### src/core/seq_pkg.sv
// Constants and types shared by the microprogram address sequencer
package seq_pkg;

    // Datapath widths and stack geometry
    localparam int ADDR_W      = 12;
    localparam int INSTR_W     = 4;
    localparam int STACK_DEPTH = 9;
    localparam int SP_W        = 4;

    // Common address type
    typedef logic [ADDR_W-1:0] addr_t;
    typedef logic [SP_W-1:0]   sp_t;

    // Instruction codes on the instruction input
    localparam logic [INSTR_W-1:0] INS_JUMP_ZERO     = 4'h0;
    localparam logic [INSTR_W-1:0] INS_COND_CALL     = 4'h1;
    localparam logic [INSTR_W-1:0] INS_JUMP_MAP      = 4'h2;
    localparam logic [INSTR_W-1:0] INS_COND_JUMP     = 4'h3;
    localparam logic [INSTR_W-1:0] INS_PUSH_LOAD     = 4'h4;
    localparam logic [INSTR_W-1:0] INS_COND_CALL_REG = 4'h5;
    localparam logic [INSTR_W-1:0] INS_COND_VECTOR   = 4'h6;
    localparam logic [INSTR_W-1:0] INS_COND_JUMP_REG = 4'h7;
    localparam logic [INSTR_W-1:0] INS_REPEAT_STACK  = 4'h8;
    localparam logic [INSTR_W-1:0] INS_REPEAT_DIRECT = 4'h9;
    localparam logic [INSTR_W-1:0] INS_COND_RETURN   = 4'hA;
    localparam logic [INSTR_W-1:0] INS_COND_JUMP_POP = 4'hB;
    localparam logic [INSTR_W-1:0] INS_LOAD_CONT     = 4'hC;
    localparam logic [INSTR_W-1:0] INS_LOOP_END      = 4'hD;
    localparam logic [INSTR_W-1:0] INS_CONTINUE      = 4'hE;
    localparam logic [INSTR_W-1:0] INS_THREE_WAY     = 4'hF;

    // Next address source
    typedef enum logic [1:0] {SRC_DIRECT, SRC_COUNTER, SRC_UPC, SRC_STACK} src_e;

    // Stack operation for one cycle
    typedef enum logic [1:0] {STK_HOLD, STK_PUSH, STK_POP, STK_CLEAR} stack_op_e;

    // Register/counter operation for one cycle
    typedef enum logic [1:0] {CNT_HOLD, CNT_LOAD, CNT_DEC} cnt_op_e;

    // Reset values and the full stack pointer
    localparam addr_t ADDR_RST = 12'h000;
    localparam sp_t   SP_EMPTY = 4'h0;
    localparam sp_t   SP_FULL  = 4'h9;

    // Avalon register byte offsets
    localparam logic [3:0] OFF_STATUS  = 4'h0;
    localparam logic [3:0] OFF_COUNTER = 4'h4;
    localparam logic [3:0] OFF_UPC     = 4'h8;
    localparam logic [3:0] OFF_CONTROL = 4'hC;

    // Field positions
    localparam int STAT_FULL_BIT   = 4;
    localparam int CTRL_CLEAR_BIT  = 0;
    localparam int CTRL_FLOAT_BIT  = 1;

endpackage

### src/core/seq_stack.sv
// Nine-entry return-address stack with its pointer
`timescale 1ns/1ps
`default_nettype none
module seq_stack #(
    parameter int DEPTH = seq_pkg::STACK_DEPTH
) (
    // Clock and reset
    input  wire logic              clk,
    input  wire logic              rst_n,
    // Operation and data
    input  wire seq_pkg::stack_op_e stackOp,
    input  wire seq_pkg::addr_t    pushData,
    // State
    output seq_pkg::sp_t           stackPtr,
    output seq_pkg::addr_t         stackTop,
    output logic                   stackFullN
);
    seq_pkg::sp_t   spQ;          // Points at last written entry
    seq_pkg::sp_t   pushIdx;      // Entry a push writes
    seq_pkg::addr_t memQ [1:DEPTH]; // Entries, index 0 means empty

    // Push target: next entry, or the top when full
    assign pushIdx = (spQ == seq_pkg::sp_t'(DEPTH)) ? spQ : spQ + 4'h1;

    // Pointer update on the rising edge
    always_ff @(posedge clk or negedge rst_n)
    begin
        if (!rst_n)
            spQ <= seq_pkg::SP_EMPTY;
        else unique case (stackOp)
            seq_pkg::STK_CLEAR: spQ <= seq_pkg::SP_EMPTY;
            seq_pkg::STK_PUSH:  spQ <= pushIdx;
            seq_pkg::STK_POP:   if (spQ != seq_pkg::SP_EMPTY) spQ <= spQ - 4'h1;
            seq_pkg::STK_HOLD:  spQ <= spQ;
        endcase
    end

    // One writer per entry
    for (genvar i = 1; i <= DEPTH; i++)
    begin : gEntry
        always_ff @(posedge clk or negedge rst_n)
        begin
            if (!rst_n)
                memQ[i] <= seq_pkg::ADDR_RST;
            else if (stackOp == seq_pkg::STK_PUSH && pushIdx == seq_pkg::sp_t'(i))
                memQ[i] <= pushData;
        end
    end

    // Top of stack read without popping; empty reads zero
    assign stackTop   = (spQ == seq_pkg::SP_EMPTY) ? seq_pkg::ADDR_RST : memQ[spQ];
    assign stackPtr   = spQ;
    assign stackFullN = (spQ != seq_pkg::sp_t'(DEPTH));
endmodule
`default_nettype wire

### src/core/seq_loop_counter.sv
// Loadable 12-bit down counter for loop control
`timescale 1ns/1ps
`default_nettype none
module seq_loop_counter #(
    parameter int WIDTH = seq_pkg::ADDR_W
) (
    // Clock and reset
    input  wire logic             clk,
    input  wire logic             rst_n,
    // Control
    input  wire seq_pkg::cnt_op_e cntOp,
    input  wire logic [WIDTH-1:0] loadValue,
    // State
    output logic [WIDTH-1:0]      count,
    output logic                  countZero
);
    logic [WIDTH-1:0] countQ; // Counter value

    // Load, decrement or hold on the rising edge
    always_ff @(posedge clk or negedge rst_n)
    begin
        if (!rst_n)
            countQ <= '0;
        else unique case (cntOp)
            seq_pkg::CNT_LOAD: countQ <= loadValue;
            seq_pkg::CNT_DEC:  countQ <= countQ - WIDTH'(1);
            default:           countQ <= countQ;
        endcase
    end

    // Zero test ends a loop after N + 1 passes
    assign countZero = (countQ == '0);
    assign count     = countQ;
endmodule
`default_nettype wire

### src/core/microprogram_address_sequencer.sv
// Top of the microprogram address sequencer with decode and Avalon status port
`timescale 1ns/1ps
`default_nettype none
module microprogram_address_sequencer (
    // Clock and reset
    input  wire logic                  clk,
    input  wire logic                  rst_n,
    // Sequencer inputs
    input  wire logic [3:0]            instrCodeIn,
    input  wire seq_pkg::addr_t        directIn,
    input  wire logic                  condCodeN,
    input  wire logic                  condTestEnableN,
    input  wire logic                  sequencerCarryIn,
    input  wire logic                  counterLoadN,
    input  wire logic                  outputEnableN,
    // Address outputs, three-state as value plus enable
    output seq_pkg::addr_t             nextAddrOut,
    output logic                       nextAddrOutEnN,
    // Flags and source strobes
    output logic                       stackFullN,
    output logic                       pipelineSelectN,
    output logic                       mapSelectN,
    output logic                       vectorSelectN,
    // Avalon-MM slave
    input  wire logic [3:0]            avs_address,
    input  wire logic                  avs_read,
    input  wire logic                  avs_write,
    input  wire logic [31:0]           avs_writedata,
    input  wire logic [3:0]            avs_byteenable,
    output logic [31:0]                avs_readdata,
    output logic                       avs_waitrequest
);

    // Decode results
    logic                 condPass;     // Condition test outcome
    seq_pkg::src_e        srcSel;       // Chosen address source
    seq_pkg::stack_op_e   stackOpInstr; // Stack op from instruction
    seq_pkg::stack_op_e   stackOp;      // Stack op after soft clear
    seq_pkg::cnt_op_e     cntOpInstr;   // Counter op from instruction
    seq_pkg::cnt_op_e     cntOp;        // Counter op after load pin

    // Datapath state
    seq_pkg::addr_t       upcQ;         // Microprogram counter
    seq_pkg::addr_t       upcD;         // Its next value
    seq_pkg::addr_t       loopRegCounter; // Register/counter value
    logic                 countZero;    // Counter reads zero
    seq_pkg::addr_t       stackTop;     // Top stack entry
    seq_pkg::sp_t         stackPtr;     // Stack pointer
    seq_pkg::addr_t       addrMux;      // Selected next address

    // Bus state
    logic                 ackQ;         // Second cycle of a request
    logic [31:0]          readDataQ;    // Registered read data
    logic                 floatQ;       // Software output float
    logic                 busReq;       // Read or write pending
    logic                 wrAccept;     // Write takes effect now
    logic                 ctrlHit;      // Write to control register
    logic                 softClear;    // Software stack clear pulse

    // Condition: low code passes, enable high forces pass
    assign condPass = condTestEnableN | ~condCodeN;

    // Instruction decode into source, stack and counter ops
    always_comb
    begin
        srcSel          = seq_pkg::SRC_UPC;
        stackOpInstr    = seq_pkg::STK_HOLD;
        cntOpInstr      = seq_pkg::CNT_HOLD;
        pipelineSelectN = 1'b0;
        mapSelectN      = 1'b1;
        vectorSelectN   = 1'b1;
        unique case (instrCodeIn)
            seq_pkg::INS_JUMP_ZERO:
            begin
                // Address zero, stack emptied
                srcSel       = seq_pkg::SRC_DIRECT;
                stackOpInstr = seq_pkg::STK_CLEAR;
            end
            seq_pkg::INS_COND_CALL:
            begin
                // Pass: branch and push return
                if (condPass)
                begin
                    srcSel       = seq_pkg::SRC_DIRECT;
                    stackOpInstr = seq_pkg::STK_PUSH;
                end
            end
            seq_pkg::INS_JUMP_MAP:
            begin
                // Mapping source drives direct inputs
                srcSel          = seq_pkg::SRC_DIRECT;
                pipelineSelectN = 1'b1;
                mapSelectN      = 1'b0;
            end
            seq_pkg::INS_COND_JUMP:
            begin
                // Pass: jump to direct inputs
                if (condPass)
                    srcSel = seq_pkg::SRC_DIRECT;
            end
            seq_pkg::INS_PUSH_LOAD:
            begin
                // Always push, load counter unless test fails
                stackOpInstr = seq_pkg::STK_PUSH;
                if (condPass)
                    cntOpInstr = seq_pkg::CNT_LOAD;
            end
            seq_pkg::INS_COND_CALL_REG:
            begin
                // Call to counter or direct address
                stackOpInstr = seq_pkg::STK_PUSH;
                srcSel       = condPass ? seq_pkg::SRC_DIRECT : seq_pkg::SRC_COUNTER;
            end
            seq_pkg::INS_COND_VECTOR:
            begin
                // Interrupt vector drives direct inputs
                pipelineSelectN = 1'b1;
                vectorSelectN   = 1'b0;
                if (condPass)
                    srcSel = seq_pkg::SRC_DIRECT;
            end
            seq_pkg::INS_COND_JUMP_REG:
            begin
                // Jump to counter or direct address
                srcSel = condPass ? seq_pkg::SRC_DIRECT : seq_pkg::SRC_COUNTER;
            end
            seq_pkg::INS_REPEAT_STACK:
            begin
                // Loop on stack top until count ends
                if (!countZero)
                begin
                    srcSel     = seq_pkg::SRC_STACK;
                    cntOpInstr = seq_pkg::CNT_DEC;
                end
                else
                    stackOpInstr = seq_pkg::STK_POP;
            end
            seq_pkg::INS_REPEAT_DIRECT:
            begin
                // Loop on direct address until count ends
                if (!countZero)
                begin
                    srcSel     = seq_pkg::SRC_DIRECT;
                    cntOpInstr = seq_pkg::CNT_DEC;
                end
            end
            seq_pkg::INS_COND_RETURN:
            begin
                // Pass: return through stack
                if (condPass)
                begin
                    srcSel       = seq_pkg::SRC_STACK;
                    stackOpInstr = seq_pkg::STK_POP;
                end
            end
            seq_pkg::INS_COND_JUMP_POP:
            begin
                // Pass: jump and discard top
                if (condPass)
                begin
                    srcSel       = seq_pkg::SRC_DIRECT;
                    stackOpInstr = seq_pkg::STK_POP;
                end
            end
            seq_pkg::INS_LOAD_CONT:
            begin
                // Load counter and fall through
                cntOpInstr = seq_pkg::CNT_LOAD;
            end
            seq_pkg::INS_LOOP_END:
            begin
                // Fail: loop back; pass: exit and pop
                if (condPass)
                    stackOpInstr = seq_pkg::STK_POP;
                else
                    srcSel = seq_pkg::SRC_STACK;
            end
            seq_pkg::INS_CONTINUE:
            begin
                // Sequential address only
                srcSel = seq_pkg::SRC_UPC;
            end
            seq_pkg::INS_THREE_WAY:
            begin
                // Pass exits; fail loops or jumps on count end
                if (!countZero)
                    cntOpInstr = seq_pkg::CNT_DEC;
                if (condPass)
                    stackOpInstr = seq_pkg::STK_POP;
                else if (!countZero)
                    srcSel = seq_pkg::SRC_STACK;
                else
                begin
                    srcSel       = seq_pkg::SRC_DIRECT;
                    stackOpInstr = seq_pkg::STK_POP;
                end
            end
        endcase
    end

    // Load pin overrides the instruction's counter op
    assign cntOp = counterLoadN ? cntOpInstr : seq_pkg::CNT_LOAD;

    // Software clear overrides the instruction's stack op
    assign stackOp = softClear ? seq_pkg::STK_CLEAR : stackOpInstr;

    // Four-way next address mux; code zero yields address zero
    always_comb
    begin
        unique case (srcSel)
            seq_pkg::SRC_DIRECT:
                addrMux = (instrCodeIn == seq_pkg::INS_JUMP_ZERO) ? seq_pkg::ADDR_RST : directIn;
            seq_pkg::SRC_COUNTER: addrMux = loopRegCounter;
            seq_pkg::SRC_UPC:     addrMux = upcQ;
            seq_pkg::SRC_STACK:   addrMux = stackTop;
        endcase
    end

    // Address pins and their drive enable
    assign nextAddrOut    = addrMux;
    assign nextAddrOutEnN = outputEnableN | floatQ;

    // Program counter holds next sequential address
    assign upcD = addrMux + seq_pkg::addr_t'(sequencerCarryIn);

    // Program counter register
    always_ff @(posedge clk or negedge rst_n)
    begin
        if (!rst_n)
            upcQ <= seq_pkg::ADDR_RST;
        else
            upcQ <= upcD;
    end

    // Register/counter
    seq_loop_counter #(
        .WIDTH     (seq_pkg::ADDR_W)
    ) uCounter (
        .clk       (clk),
        .rst_n     (rst_n),
        .cntOp     (cntOp),
        .loadValue (directIn),
        .count     (loopRegCounter),
        .countZero (countZero)
    );

    // Return stack pushes the program counter
    seq_stack #(
        .DEPTH      (seq_pkg::STACK_DEPTH)
    ) uStack (
        .clk        (clk),
        .rst_n      (rst_n),
        .stackOp    (stackOp),
        .pushData   (upcQ),
        .stackPtr   (stackPtr),
        .stackTop   (stackTop),
        .stackFullN (stackFullN)
    );

    // Bus handshake: every request answered on its second edge
    assign busReq          = avs_read | avs_write;
    assign avs_waitrequest = busReq & ~ackQ;
    assign wrAccept        = avs_write & ackQ;
    assign ctrlHit         = wrAccept & (avs_address == seq_pkg::OFF_CONTROL) & avs_byteenable[0];
    assign softClear       = ctrlHit & avs_writedata[seq_pkg::CTRL_CLEAR_BIT];
    assign avs_readdata    = readDataQ;

    // Acknowledge toggles for one cycle per request
    always_ff @(posedge clk or negedge rst_n)
    begin
        if (!rst_n)
            ackQ <= 1'b0;
        else
            ackQ <= busReq & ~ackQ;
    end

    // Read data captured on the first edge of a read
    always_ff @(posedge clk or negedge rst_n)
    begin
        if (!rst_n)
            readDataQ <= 32'h0000_0000;
        else if (avs_read && !ackQ)
        begin
            unique case (avs_address)
                seq_pkg::OFF_STATUS:
                    readDataQ <= {27'h000_0000, ~stackFullN, stackPtr};
                seq_pkg::OFF_COUNTER:
                    readDataQ <= {20'h0_0000, loopRegCounter};
                seq_pkg::OFF_UPC:
                    readDataQ <= {20'h0_0000, upcQ};
                seq_pkg::OFF_CONTROL:
                    readDataQ <= {30'h0000_0000, floatQ, 1'b0};
                default:
                    readDataQ <= 32'h0000_0000; // Unmapped reads zero
            endcase
        end
    end

    // Control register: output float bit
    always_ff @(posedge clk or negedge rst_n)
    begin
        if (!rst_n)
            floatQ <= 1'b0;
        else if (ctrlHit)
            floatQ <= avs_writedata[seq_pkg::CTRL_FLOAT_BIT];
    end
endmodule
`default_nettype wire

### config.mk
export PLATFORM = sky130hd
export DESIGN_NAME = microprogram_address_sequencer
export DESIGN_NICKNAME = d
export VERILOG_FILES = /design/src/core/seq_pkg.sv /design/src/core/seq_stack.sv /design/src/core/seq_loop_counter.sv /design/src/core/microprogram_address_sequencer.sv
export SDC_FILE = /design/constraint.sdc
export NUM_CORES = 1
export LEC_CHECK = 0
export ABC_AREA = 1
export BUFFER_PORTS_ARGS = -buffer_cell sky130_fd_sc_hd__buf_2
export CAP_MARGIN = 40
export CELL_PAD_IN_SITES_DETAIL_PLACEMENT = 0
export CELL_PAD_IN_SITES_GLOBAL_PLACEMENT = 1
export CORE_ASPECT_RATIO = 1.4
export CORE_MARGIN = 3
export CORE_UTILIZATION = 40
export CTS_CLUSTER_DIAMETER = 40
export DETAILED_ROUTE_END_ITERATION = 12
export GPL_TIMING_DRIVEN = 0
export PLACE_DENSITY_LB_ADDON = 0.1
export SYNTH_ARGS = -nofsm -noshare
export SYNTH_HDL_FRONTEND = slang
export SYNTH_SLANG_ARGS = --single-unit
### constraint.sdc
create_clock -name clk -period 3.3 [get_ports clk]
set_input_delay 0.165 -clock clk [delete_from_list [all_inputs] [get_ports clk]]
set_output_delay 0.165 -clock clk [all_outputs]
set_load 0.005 [all_outputs]
# Word level (Yosys, flattened, before mapping)
# Cells that the tools add are included.
# totals
out_inout_bits,50
word_cells,128
register_bits,170
inputBits,65
# classes
n_reduce_logical,27
muxes,31
n_addsub,4
n_eq_ne,37
order_cmp,1
n_bitwise,13
# op_table
cell,count
one-hot mux 12 bit (4 select lines),2
binary-select mux 12 bit (select 4 bit),1
"== test 4 bit, second input constant",12
two-way mux 12 bit,4
"== test 4 x 3 -> 1 bit, second input constant",9
one-hot mux 12 bit (2 select lines),1
two-way mux 2 bit,9
"== test 4 x 2 -> 1 bit, second input constant",4
one-hot mux 2 bit (8 select lines),1
adder 12 x 1 -> 12 bit,1
zero test 12 bit,1
zero test 4 bit,3
one-hot mux 2 bit (6 select lines),1
one-hot mux 4 bit (3 select lines),1
"subtractor 12 x 1 -> 12 bit, second input constant",1
"== test 2 bit, second input constant",5
logical AND 1 bit,10
"== test 4 x 1 -> 1 bit, second input constant",2
two-way mux 1 bit,8
two-way mux 4 bit,2
OR reduction 2 bit,4
"== test 2 x 1 -> 1 bit, second input constant",3
one-hot mux 2 bit (3 select lines),1
OR reduction 3 bit,2
15 further kinds,25

# Depth between registers and ports, before layout
# Gate-level depths: netlist (run 1).
# logic_depth
ltp_word,8
depth_mapped,20
mapped_depth_nobuf,19

# Modules after synthesis
# Synthesis (run 1) repeated with hierarchy kept, for this count alone.
# hier_totals
hier_cells,1318
hier_area_um2,9389.0
# modules_own_cells
mod,cells_each,area_each_um2,seq_area_each_um2,n_inst
seq_stack,824,6058.3,2802.7,1
microprogram_address_sequencer,364,2464.9,650.6,1
seq_loop_counter,130,865.8,300.3,1

# Worst setup path after synthesis (run 1)
# No wires, ideal clock.
# synth_timing
kind,flip-flop to flip-flop
start,register uStack.spQ[0] (netlist: uStack.stackPtr[0])
end,register upcQ[10]
path_buffers,4
slack_ns,0.577
required_time_ns,3.182
setup_ns,0.118
arrival_time_ns,2.606
stages_incl_launch_ff,19
synth_period_minus_slack_ns,2.723
cell_sequence,dfrtp_1 -> buf_4 -> inv_2 -> buf_2 -> buf_2 -> ha_1 -> nand2_1 -> clkbuf_1 -> nand2_1 -> nor2_1 -> nand2_1 -> nand4_1 -> ha_1 -> ha_1 -> nand3_4 -> nor2_4 -> nand2_1 -> nand2_1 -> nand2_1
# synth_via
elab_chain_len,7
elab_cells_between_ends,8
classes_between,add/sub: 1; mux: 5; bitwise: 1; reduce/logical: 1
# synth_rtl
element,line,source
"start, declared",seq_stack.sv:18,seq_pkg::sp_t spQ;
"start signal, assigned",seq_stack.sv:29,spQ <= seq_pkg::SP_EMPTY;
"start signal, assigned",seq_stack.sv:31,seq_pkg::STK_CLEAR: spQ <= seq_pkg::SP_EMPTY;
"start signal, assigned",seq_stack.sv:32,seq_pkg::STK_PUSH: spQ <= pushIdx;
NOT 4 -> 5 bit (not written as such),seq_stack.sv:51,assign stackTop = (spQ == seq_pkg::SP_EMPTY) ? seq_pkg::ADDR_RST : memQ[spQ];
binary-select mux 12 bit (select 4 bit),seq_stack.sv:51,
two-way mux 12 bit (not written as such) (2 in a row),seq_stack.sv:51,
two-way mux 12 bit (*),seq_stack.sv:51,
one-hot mux 12 bit (4 select lines) (*),microprogram_address_sequencer.sv:210,unique case (srcSel)
named net nextAddrOut[0],microprogram_address_sequencer.sv:17,"output seq_pkg::addr_t nextAddrOut,"
adder 12 x 1 -> 12 bit (*),microprogram_address_sequencer.sv:224,assign upcD = addrMux + seq_pkg::addr_t'(sequencerCarryIn);
named net upcD[10],microprogram_address_sequencer.sv:44,seq_pkg::addr_t upcD;
"end signal, assigned",microprogram_address_sequencer.sv:230,upcQ <= seq_pkg::ADDR_RST;
"end signal, assigned",microprogram_address_sequencer.sv:232,upcQ <= upcD;
"end, declared",microprogram_address_sequencer.sv:43,seq_pkg::addr_t upcQ;
# The timed path passes the listed nets; every way through them passes the cells marked *. The select of a mux whose other input is x is not followed.
# A chain may end at the register's enable or synchronous reset.

# Worst setup path in the final report (run 1)
# layout_timing
start,register uCounter.countQ[0] (netlist: uCounter.count[0])
end,output nextAddrOut[11]
# layout_via
elab_chain_len,6
elab_cells_between_ends,11
classes_between,eq/ne: 3; mux: 6; reduce/logical: 2
# layout_rtl
element,line,source
"start, declared",seq_loop_counter.sv:17,logic [WIDTH-1:0] countQ;
"start signal, assigned",seq_loop_counter.sv:25,seq_pkg::CNT_LOAD: countQ <= loadValue;
"start signal, assigned",seq_loop_counter.sv:26,seq_pkg::CNT_DEC: countQ <= countQ - WIDTH'(1);
"start signal, assigned",seq_loop_counter.sv:27,default: countQ <= countQ;
zero test 12 bit (*),seq_loop_counter.sv:32,assign countZero = (countQ == '0);
two-way mux 2 bit,microprogram_address_sequencer.sv:190,else if (!countZero)
two-way mux 2 bit,microprogram_address_sequencer.sv:188,if (condPass)
one-hot mux 2 bit (8 select lines) (*),microprogram_address_sequencer.sv:72,unique case (instrCodeIn)
== test 2 bit (tied with other cells),microprogram_address_sequencer.sv:210,
one-hot mux 12 bit (4 select lines) (*),microprogram_address_sequencer.sv:210,
"end, declared",microprogram_address_sequencer.sv:17,
# Every way passes the cells marked *; elsewhere a longest branch is shown, timed or not.

==> flow_summary_export.csv, run 1 <==
group,metric,value,unit
timing,finalCritPeriodShare,94.9,%
worst_hold_path,hold_class,"in2reg",
route,firstDrtPassIters,5,
global_route,grt_max_degree,116,
synth,yosys.area_share.xor_xnor,1.26,%
global_route,grt_pass1_wl,42900,um
global_route,antenna_found_initial,0,
floorplanning,die_h,177,um
synth,synth_edf_count,0,
synth,synth_top_family_by_area,"simple AND/OR/NAND/NOR gates",
cells_and_area,final_cell_mix,"nand2_1, o21ai_0, dfrtp_1",
floorplanning,die_w,128,um
route,totalWireLength,27300,um
cts,cts.clk_slew.worst_paths,70,ps
synth,syn-mean-instance-area,7.57,um^2
synth,ys_seq_area_share,45.2,%
cts,clock_latency,430,ps
cts,cts.htree.levels,4,
synth,yosys_warnings,0,
worst_hold_path,min_path_cells,3,
critical_path,crit_arrival,2970,ps
place,numPortBuffers,61,
critical_path,cp_num_buf_inv,4,
floorplanning,num_rows,61,
critical_path,cp_slowest_cell,"dfrtp_1",
floorplanning,ios,115,
power_and_ir_drop,leakage,4.88,nW
critical_path,cp.required,3130,ps
critical_path,rr_startpoint,"uCounter.count[0]",
critical_path,crit_chain,"inv_1 -> ha_1 -> nand2_2 -> nor2_4 -> nand2_2 -> nand2_2 -> nand2_2 -> nor2_8 -> buf_6 -> nor2_1 -> nand2_1 -> nand3_1 -> nor2_1 -> inv_1 -> buf_2",
synth,synthAdderAreaFrac,1.96,%
critical_path,reg2reg_to,"upcQ[10]",
cts,clkSinkCount,150,
synth,ys_types,45,
global_route,grt_pass1_vias,7662,
cts,clockRootBuffer,"clkbuf_16",
worst_hold_path,min_to,"uCounter.count[6]",
synth,synthArstFlopShare,100,%
route,num_vias,7610,
timing,fin_crit,3130,ps
cts,cts_tree,"done",
cells_and_area,final_common_cell,"nand2_1",
critical_path,criticalPathCategory,"reg2out",
cts,cts_buffers,17,
timing,worst_pin_slew,695,ps
run,cap_violations,0,
synth,yosys.area_share.simple,28.5,%
timing,finalMaxSlewViolations,0,
critical_path,cpMostUsedCell,"nand2_2",
global_route,grt_overflow_total,0,
cells_and_area,finalCoreUtilization,48.9,%
power_and_ir_drop,ir_worst_vdd,404,uV
cells_and_area,drive_gt1_share,15.5,%
power_and_ir_drop,finalPower,6.03,mW
route,via_per_inst,5.17,
critical_path,rr_worst_depth,17,
cells_and_area,num_antenna_cells,0,
global_route,grt_use_total,24.7,%
critical_path,crit_path_start_kind,"flop",
route,drcViolationCount,0,
timing,finClkSkew,16.5,ps
synth,syn_area,8310,um^2
timing,finalHoldViolCount,0,
worst_hold_path,hold_start,"directIn[6]",
critical_path,r2r_slack,210,ps
synth,synth_seq_cells,150,
run_status,outcome,"finished clean",
route,drtIter0Drc,554,
floorplanning,dieArea,22600,um^2
cts,cts_buffer_depth,2,
floorplanning,start_util,41.2,%
timing,setup_viol,0,
place,dp_cells,1431,
critical_path,cpPeakStageDelay,450,ps
cells_and_area,area_growth,18.6,%
place,gp_congestion,0.951,
synth,synth_flop_cell,"dfrtp_1",
timing,fmax,0.319,GHz
timing,slew_headroom,53.5,%
synth,syn_inst,1097,
route,wire_per_inst,18.5,um
critical_path,crit_family,"simple AND/OR/NAND/NOR gates",
cells_and_area,nets,1284,
critical_path,path_depth,15,
cells_and_area,fin_cells,1471,
synth,synth_compound_area_share,14.5,%
critical_path,cp_max_fo,10,
critical_path,end_kind,"primary output",
place,hpwl,20100,um
synth,synth.area.mux_share,0.136,%
route,ant_nets,0,
power_and_ir_drop,power_per_cell_area,612,nW/um^2
timing,rsz0062_at_grt,"no",
floorplanning,core-area,20100,um^2
## per-layer routing
layer / global-route usage [%] / wire [um]
met2: 45.4 / 14500
met3: 3.15 / 783
met4: 7.96 / 707
met5: 0 / 0
met1: 29.5 / 11300
## worst max-delay path by stage
stage                        from         endpoint  slack (ps)
2_1_floorplan  uStack.stackPtr[0]         upcQ[10]         580
3_3_place_gp                rst_n          upcQ[7]        -390
3_5_place_dp    uCounter.count[0]  uStack.memQ[56]        -200
4_1_cts         uCounter.count[0]  uStack.memQ[56]          20
5_1_grt         uCounter.count[0]  nextAddrOut[11]           1
6_report        uCounter.count[0]  nextAddrOut[11]         170
## power by group
group / switching, mW / leakage, nW / total, mW / internal [mW]
Sequential: 0.228 / 2.02 / 2.43 / 2.20
Combinational: 0.916 / 2.54 / 1.35 / 0.434
Clock: 0.808 / 0.325 / 2.25 / 1.44
Total: 1.95 / 4.88 / 6.03 / 4.08
## registers in the layout (all words and copies together) (netlist names)
signal           flops
floatQ               1
avs_readdata        12
ackQ                 1
uStack.stackPtr      4
uCounter.count      12
upcQ                12
uStack.memQ        108
## final cells by class
cell class / count / area [um^2]
plain buffers: 64 / 368
clock buffers: 20 / 447
clock inverters: 12 / 224
fillers: 2109 / 10300
inverters: 91 / 342
multi-input cells: 809 / 3960
flip-flops and latches: 150 / 3750
well taps: 252 / 315
repair buffers: 73 / 440
## worst min-delay path, stage by stage
cell and delay, ps:
buf_2 90, o211ai_1 90, o21ai_0 70
## what timing repair did
item	in CTS	in global routing
hold buffers	6	0
setup buffers	0	4
hold endpoints to repair	39	0
endpoints found under the setup margin	51	103
gates resized for setup	3	19
## metrics by stage
step	setup TNS, ps	setup slack, ps	instance area (um^2)	hold WS (ps)
final	0	168	9850	22.9
after global routing	0	1.43	9850	30.6
after CTS	0	18.1	9780	13.8
after detailed placement	-4170	-201	9050	56.7
after global placement	-57990	-385	9000	405
after floorplan	0	577	8380	-131
## cell usage after synthesis, types with 3 or more instances
library cell / number / share of area, %
nand2_1: 349 / 16
inv_1: 82 / 3.7
buf_4: 21 / 1.9
nand4_1: 12 / 0.90
nand4_2: 7 / 1.1
a21oi_1: 18 / 1.1
nor2_1: 81 / 3.7
nor3_1: 7 / 0.42
nor2_2: 4 / 0.30
ha_1: 13 / 2.0
inv_2: 8 / 0.36
nand3b_1: 4 / 0.36
clkbuf_1: 27 / 1.2
xnor2_1: 3 / 0.32
o21ai_0: 181 / 11
nand2_2: 9 / 0.68
nand3_1: 43 / 2.6
nor2_4: 6 / 0.81
o22ai_1: 16 / 1.2
xor2_1: 9 / 0.95
buf_2: 16 / 0.96
dfrtp_1: 150 / 45
## cell families (layout without fill, tap and decap cells)
family	count (synthesis)	count (layout)
DFF	150	150
adders and majority gates	13	13
AOI/OAI and AO/OA	228	228
and+or+nand+nor	535	535
muxes	1	1
buffers and inverters	157	260
other	1	20
xor gates and xnor gates	12	12
Note: power is estimated with default switching activity, not from simulation.
==> run 2, diff against run 1 <==
--- a/config.mk
+++ b/config.mk
@@ -10,7 +10,7 @@
 export CAP_MARGIN = 40
 export CELL_PAD_IN_SITES_DETAIL_PLACEMENT = 0
 export CELL_PAD_IN_SITES_GLOBAL_PLACEMENT = 1
-export CORE_ASPECT_RATIO = 1.4
+export CORE_ASPECT_RATIO = 0.5
 export CORE_MARGIN = 3
 export CORE_UTILIZATION = 40
 export CTS_CLUSTER_DIAMETER = 40
==> run 2 against run 1 <==
Effect of this change: fmax rose by 1.0%; critical path depth unchanged; utilization about the same; clock power decreased by 9.3%; critical path type is now reg2reg.
==> flow_summary_export.csv, run 2 (synthesis results as in run 1) <==
group,metric,value,unit
critical_path,cp.required,3640,ps
global_route,antenna_found_initial,0,
cts,clkSinkCount,150,
place,placedInstanceArea,9060,um^2
route,totalWireLength,26100,um
timing,finalCritPeriodShare,94.0,%
run_status,outcome,"finished clean",
cells_and_area,final_common_cell,"nand2_1",
critical_path,cp_max_fo,10,
cts,cts_buffers,17,
place,numPortBuffers,61,
timing,fin_crit,3100,ps
global_route,grt_max_degree,88,
timing,rsz0062_at_grt,"yes",
critical_path,rr_startpoint,"uCounter.count[0]",
cells_and_area,fillers,2038,
timing,timing.hold.ws,18.5,ps
timing,finalHoldViolCount,0,
place,hpwl,19200,um
timing,setup_viol,0,
run,cap_violations,0,
cells_and_area,multi_input_area,3950,um^2
timing,worst_pin_slew,682,ps
cts,clock_latency,430,ps
floorplanning,die_w,210,um
timing,fmax,0.322,GHz
power_and_ir_drop,leakage,4.81,nW
route,ant_nets,0,
global_route,grt_pass1_wl,41400,um
route,drcViolationCount,0,
cts,clockRootBuffer,"clkbuf_16",
floorplanning,start_util,41.7,%
place,gp_congestion,0.907,
cells_and_area,finalCoreUtilization,48.9,%
power_and_ir_drop,ir_worst_vdd,298,uV
cells_and_area,top_register,"uStack.memQ",
cts,cts.clk_slew.worst_paths,60,ps
route,via_per_inst,5.19,
timing,finalMaxSlewViolations,0,
critical_path,rr_worst_depth,15,
critical_path,crit_arrival,3440,ps
critical_path,crit_path_start_kind,"flop",
cells_and_area,seq_area,3750,um^2
cells_and_area,final_cell_mix,"nand2_1, o21ai_0, dfrtp_1",
power_and_ir_drop,power_per_cell_area,594,nW/um^2
cells_and_area,drive_gt1_share,15.4,%
critical_path,criticalPathCategory,"reg2reg",
global_route,grt_pass1_vias,7251,
floorplanning,num_rows,36,
worst_hold_path,min_path_cells,3,
cells_and_area,nets,1277,
floorplanning,dieArea,22600,um^2
cts,cts_tree,"done",
route,num_vias,7675,
floorplanning,core-area,19900,um^2
route,wire_per_inst,17.7,um
worst_hold_path,hold_class,"in2reg",
cts,cts_buffer_depth,2,
cts,cts.htree.levels,4,
timing,finClkSkew,9.00,ps
cells_and_area,stdcell_area,9730,um^2
floorplanning,die_h,108,um
cells_and_area,area_growth,17.1,%
cells_and_area,largest_register_ffs,108,
route,firstDrtPassIters,7,
route,drtIter0Drc,655,
critical_path,reg2reg_to,"uStack.memQ[57]",
cells_and_area,num_antenna_cells,0,
worst_hold_path,hold_start,"avs_write",
floorplanning,ios,115,
critical_path,end_kind,"flop",
global_route,grt_use_total,23.9,%
timing,slew_headroom,54.6,%
global_route,grt_overflow_total,0,
worst_hold_path,min_to,"ackQ",
critical_path,r2r_slack,200,ps
-- run 2: cell types whose count changed in the layout (fill, tap and decap cells not counted), moves of 2 or more --
cell           previous run  this run
bufinv_16                 6         3
clkinv_4                  2         4
buf_4                    28        23
clkbuf_2                  3         5
clkinvlp_4                1         3
dlygate4sd3_1             6         3
-- run 2: stage by stage --
stage / setup TNS [ps] / instances / total power, mW / worst slack [ps]
finish: 0 / 1478 / 5.78 / 199
global route: -6.06 / 1478 / 6.12 / -6.06
CTS: 0 / 1478 / 5.80 / 3.45
detailed placement: -6170 / 1445 / 3.75 / -216
global placement: -47950 / 1443 / 3.71 / -309
floorplan: 0 / 1116 / 3.23 / 577
-- run 2: how the worst max path moves through the flow --
stage	startpoint	endpoint	slack, ps
2_1_floorplan	uStack.stackPtr[0]	upcQ[10]	580
3_3_place_gp	rst_n	uCounter.count[7]	-310
3_5_place_dp	uCounter.count[0]	uStack.memQ[55]	-220
4_1_cts	uStack.stackPtr[1]	upcQ[10]	3
5_1_grt	uCounter.count[0]	uStack.memQ[56]	-6
6_report	uCounter.count[0]	uStack.memQ[57]	200
-- run 2: metal layers --
metal / vias to the layer above / track usage (%) / part of all wire (%) / wire length [um]
met5: - / 0 / 0 / 0
met4: 0 / 4.92 / 0.90 / 236
met3: 22 / 5.01 / 6.1 / 1580
met2: 254 / 35.6 / 42 / 11100
met1: 3661 / 35.8 / 51 / 13200
li1: 3738 / - / - / -
-- run 2: worst max-delay path, stage by stage, from the launching register on --
cell,delay [ps]
dfrtp_1,430
inv_1,120
ha_1,260
nand2_2,140
nor2_4,70
nand2_2,100
nand2_1,60
nand2_1,60
inv_1,60
nor4_4,340
ha_2,330
nand2_1,80
nor2_1,230
nand2_1,230
clkbuf_2,290
o21ai_0,210
-- run 2: layout make-up --
| type | instances | share of cell area (%) |
|---|---|---|
| clock buffer | 18 | 4.41 |
| buffer | 64 | 3.75 |
| inverter | 91 | 3.51 |
| sequential | 150 | 38.6 |
| multi-input combinational | 809 | 40.6 |
| clock inverter | 14 | 1.83 |
| timing repair buffer | 66 | 3.87 |
| tap | 266 | 3.42 |
-- run 2: what timing repair did --
item,in CTS,in global routing
endpoints found under the setup margin,80,94
setup buffers,0,0
pin swaps,0,0
endpoints found under the hold margin,65,0
hold buffers,3,0
resized for setup,3,17
-- run 2: power by group --
part,internal (mW),switching [mW],total [mW]
registers,2.20,0.224,2.43
logic,0.421,0.895,1.32
clock network,1.20,0.839,2.04
==> run 3, diff against run 2 <==
--- a/config.mk
+++ b/config.mk
@@ -12,7 +12,7 @@
 export CELL_PAD_IN_SITES_GLOBAL_PLACEMENT = 1
 export CORE_ASPECT_RATIO = 0.5
 export CORE_MARGIN = 3
-export CORE_UTILIZATION = 40
+export CORE_UTILIZATION = 38
 export CTS_CLUSTER_DIAMETER = 40
 export DETAILED_ROUTE_END_ITERATION = 12
 export GPL_TIMING_DRIVEN = 0
==> constraint.sdc (replaced) <==
create_clock -name clk -period 2.6 [get_ports clk]
set_input_delay 0.13 -clock clk [delete_from_list [all_inputs] [get_ports clk]]
set_output_delay 0.13 -clock clk [all_outputs]
set_load 0.005 [all_outputs]
==> run 3 against run 2 <==
Effect of this change: the run now ends with setup timing left; hold slack improved by 3.2 ps; highest routed layer unchanged; sequential share of layout area fell by 5.0 points; largest cell class unchanged; combinational power rose by 71%; utilization rose by 4.4 points; sequential power rose by 28%.
==> flow_summary_export.csv, run 3 (synthesis results as in run 1) <==
group,metric,value,unit
worst_hold_path,min_path_cells,3,
power_and_ir_drop,ir_worst_vdd,445,uV
critical_path,cpPeakStageDelay,440,ps
timing,slew_headroom,46.4,%
place,hpwl,19700,um
cells_and_area,nets,1343,
critical_path,cpMostUsedCell,"nand2_4",
cells_and_area,top_register,"uStack.memQ",
timing,finalMaxSlewViolations,0,
global_route,grt_pass1_vias,7699,
critical_path,end_kind,"primary output",
worst_hold_path,min_to,"uCounter.count[11]",
place,dp_slack,-970,ps
cts,cts.htree.levels,4,
cells_and_area,seq_area,3760,um^2
floorplanning,core-area,21000,um^2
floorplanning,start_util,39.5,%
cts,cts.clk_slew.worst_paths,60,ps
timing,worst_pin_slew,803,ps
cells_and_area,num_antenna_cells,0,
global_route,grt_max_degree,82,
critical_path,crit_chain,"nor2_2 -> nand2_4 -> nor2_4 -> nand3_2 -> nand2_4 -> nand4_4 -> buf_12 -> nand2_4 -> nor2_4 -> nand2_1 -> nand4_1 -> buf_4 -> buf_6",
critical_path,cp_max_fo,5,
critical_path,cp.required,2470,ps
cts,cts_buffer_depth,2,
critical_path,rr_worst_depth,16,
cts,clkSinkCount,150,
place,placedInstanceArea,9100,um^2
cells_and_area,fillers,2073,
timing,fin_ws,-2.51,ps
cts,cts_buffers,17,
floorplanning,num_rows,37,
route,totalWireLength,28500,um
critical_path,crit_arrival,2470,ps
route,drcViolationCount,0,
timing,rsz0062_at_grt,"yes",
route,ant_nets,0,
power_and_ir_drop,power_per_cell_area,712,nW/um^2
cts,clock_latency,440,ps
cells_and_area,final_common_cell,"nand2_1",
timing,setup_viol,1,
route,wire_per_inst,18.1,um
floorplanning,ios,115,
global_route,antenna_found_initial,0,
cells_and_area,area_growth,34.6,%
timing,finalCritPeriodShare,100,%
cts,cts_tree,"done",
cells_and_area,largest_register_ffs,108,
cells_and_area,drive_gt1_share,28.6,%
cells_and_area,final_cell_mix,"nand2_1, dfrtp_1, o21ai_0",
critical_path,cp_slowest_cell,"dfrtp_2",
route,firstDrtPassIters,5,
route,via_per_inst,5.13,
global_route,grt_use_total,23.6,%
timing,finClkSkew,10.9,ps
route,num_vias,8056,
worst_hold_path,hold_start,"directIn[11]",
floorplanning,die_h,111,um
timing,finalHoldViolCount,0,
critical_path,r2r_slack,50,ps
floorplanning,die_w,215,um
run,cap_violations,0,
run_status,outcome,"finished, violations left",
place,numPortBuffers,61,
timing,fin_crit,2600,ps
route,drtIter0Drc,730,
critical_path,criticalPathCategory,"reg2out",
global_route,grt_pass1_wl,43900,um
critical_path,reg2reg_to,"upcQ[6]",
cells_and_area,stdcell_area,11200,um^2
floorplanning,dieArea,23800,um^2
place,gp_congestion,0.899,
critical_path,rr_startpoint,"uCounter.count[2]",
global_route,grt_overflow_total,0,
power_and_ir_drop,leakage,5.52,nW
run_status,violations,"setup timing",
critical_path,crit_path_start_kind,"flop",
cells_and_area,multi_input_area,4480,um^2
cts,clockRootBuffer,"clkbuf_16",
worst_hold_path,hold_class,"in2reg",
timing,fmax,0.384,GHz
[run 3: area by class of cell]
| class | instances | share of cell area [%] |
|---|---|---|
| Sequential cell | 150 | 33.6 |
| Clock buffer | 22 | 4.15 |
| Multi-Input combinational cell | 809 | 40.0 |
| Tap cell | 292 | 3.27 |
| Clock inverter | 10 | 1.30 |
| Timing Repair Buffer | 132 | 9.34 |
| Buffer | 64 | 5.24 |
| Inverter | 91 | 3.12 |
[run 3: metal layers]
metal / wire length, um / up-vias / track usage [%]
met2: 12500 / 253 / 35.3
met4: 540 / 0 / 6.55
met1: 13600 / 3883 / 34.9
li1: - / 3878 / -
met3: 1740 / 42 / 4.43
met5: 0 / - / 0
[run 3: how the worst max path moves through the flow]
stage | from | endpoint
floorplan | uStack.stackPtr[0] | upcQ[10]
CTS | uCounter.count[0] | uStack.memQ[57]
global placement | rst_n | ackQ
finish | uCounter.count[2] | nextAddrOut[0]
detailed placement | uCounter.count[0] | uStack.memQ[57]
global route | uCounter.count[1] | nextAddrOut[0]
[run 3: what timing repair did]
item / in CTS / in global routing
hold buffers: 7 / 0
setup endpoints to repair: 147 / 143
hold endpoints to repair: 85 / 0
pin swaps: 16 / 36
cloned: 4 / 2
gates resized for setup: 123 / 174
buffers inserted: 30 / 26
[run 3: worst max-delay path: cells and delay by family (launching register included)]
kind	cells	cell delay (ps)
buffers and inverters	3	480
DFF	1	440
and+or+nand+nor	10	1120
[run 3: through the flow]
stage          cells  power (mW)  hold WS (ps)  utilization [%]  TNS, ps
4_1_cts         1542        7.67         0.273             49.8        0
6_report        1570        7.97          21.7             53.2    -2.51
3_5_place_dp    1471        4.78           248             43.3   -91460
3_3_place_gp    1469        4.73           372             43.1  -228200
2_1_floorplan   1116        4.11          -166                -        0
5_1_grt         1570        8.40          39.3             53.2    -1580
[run 3: power breakdown]
group	switching, mW	total (mW)	internal [mW]
Combinational	1.35	2.26	0.912
Clock	1.04	2.61	1.57
Sequential	0.301	3.10	2.80
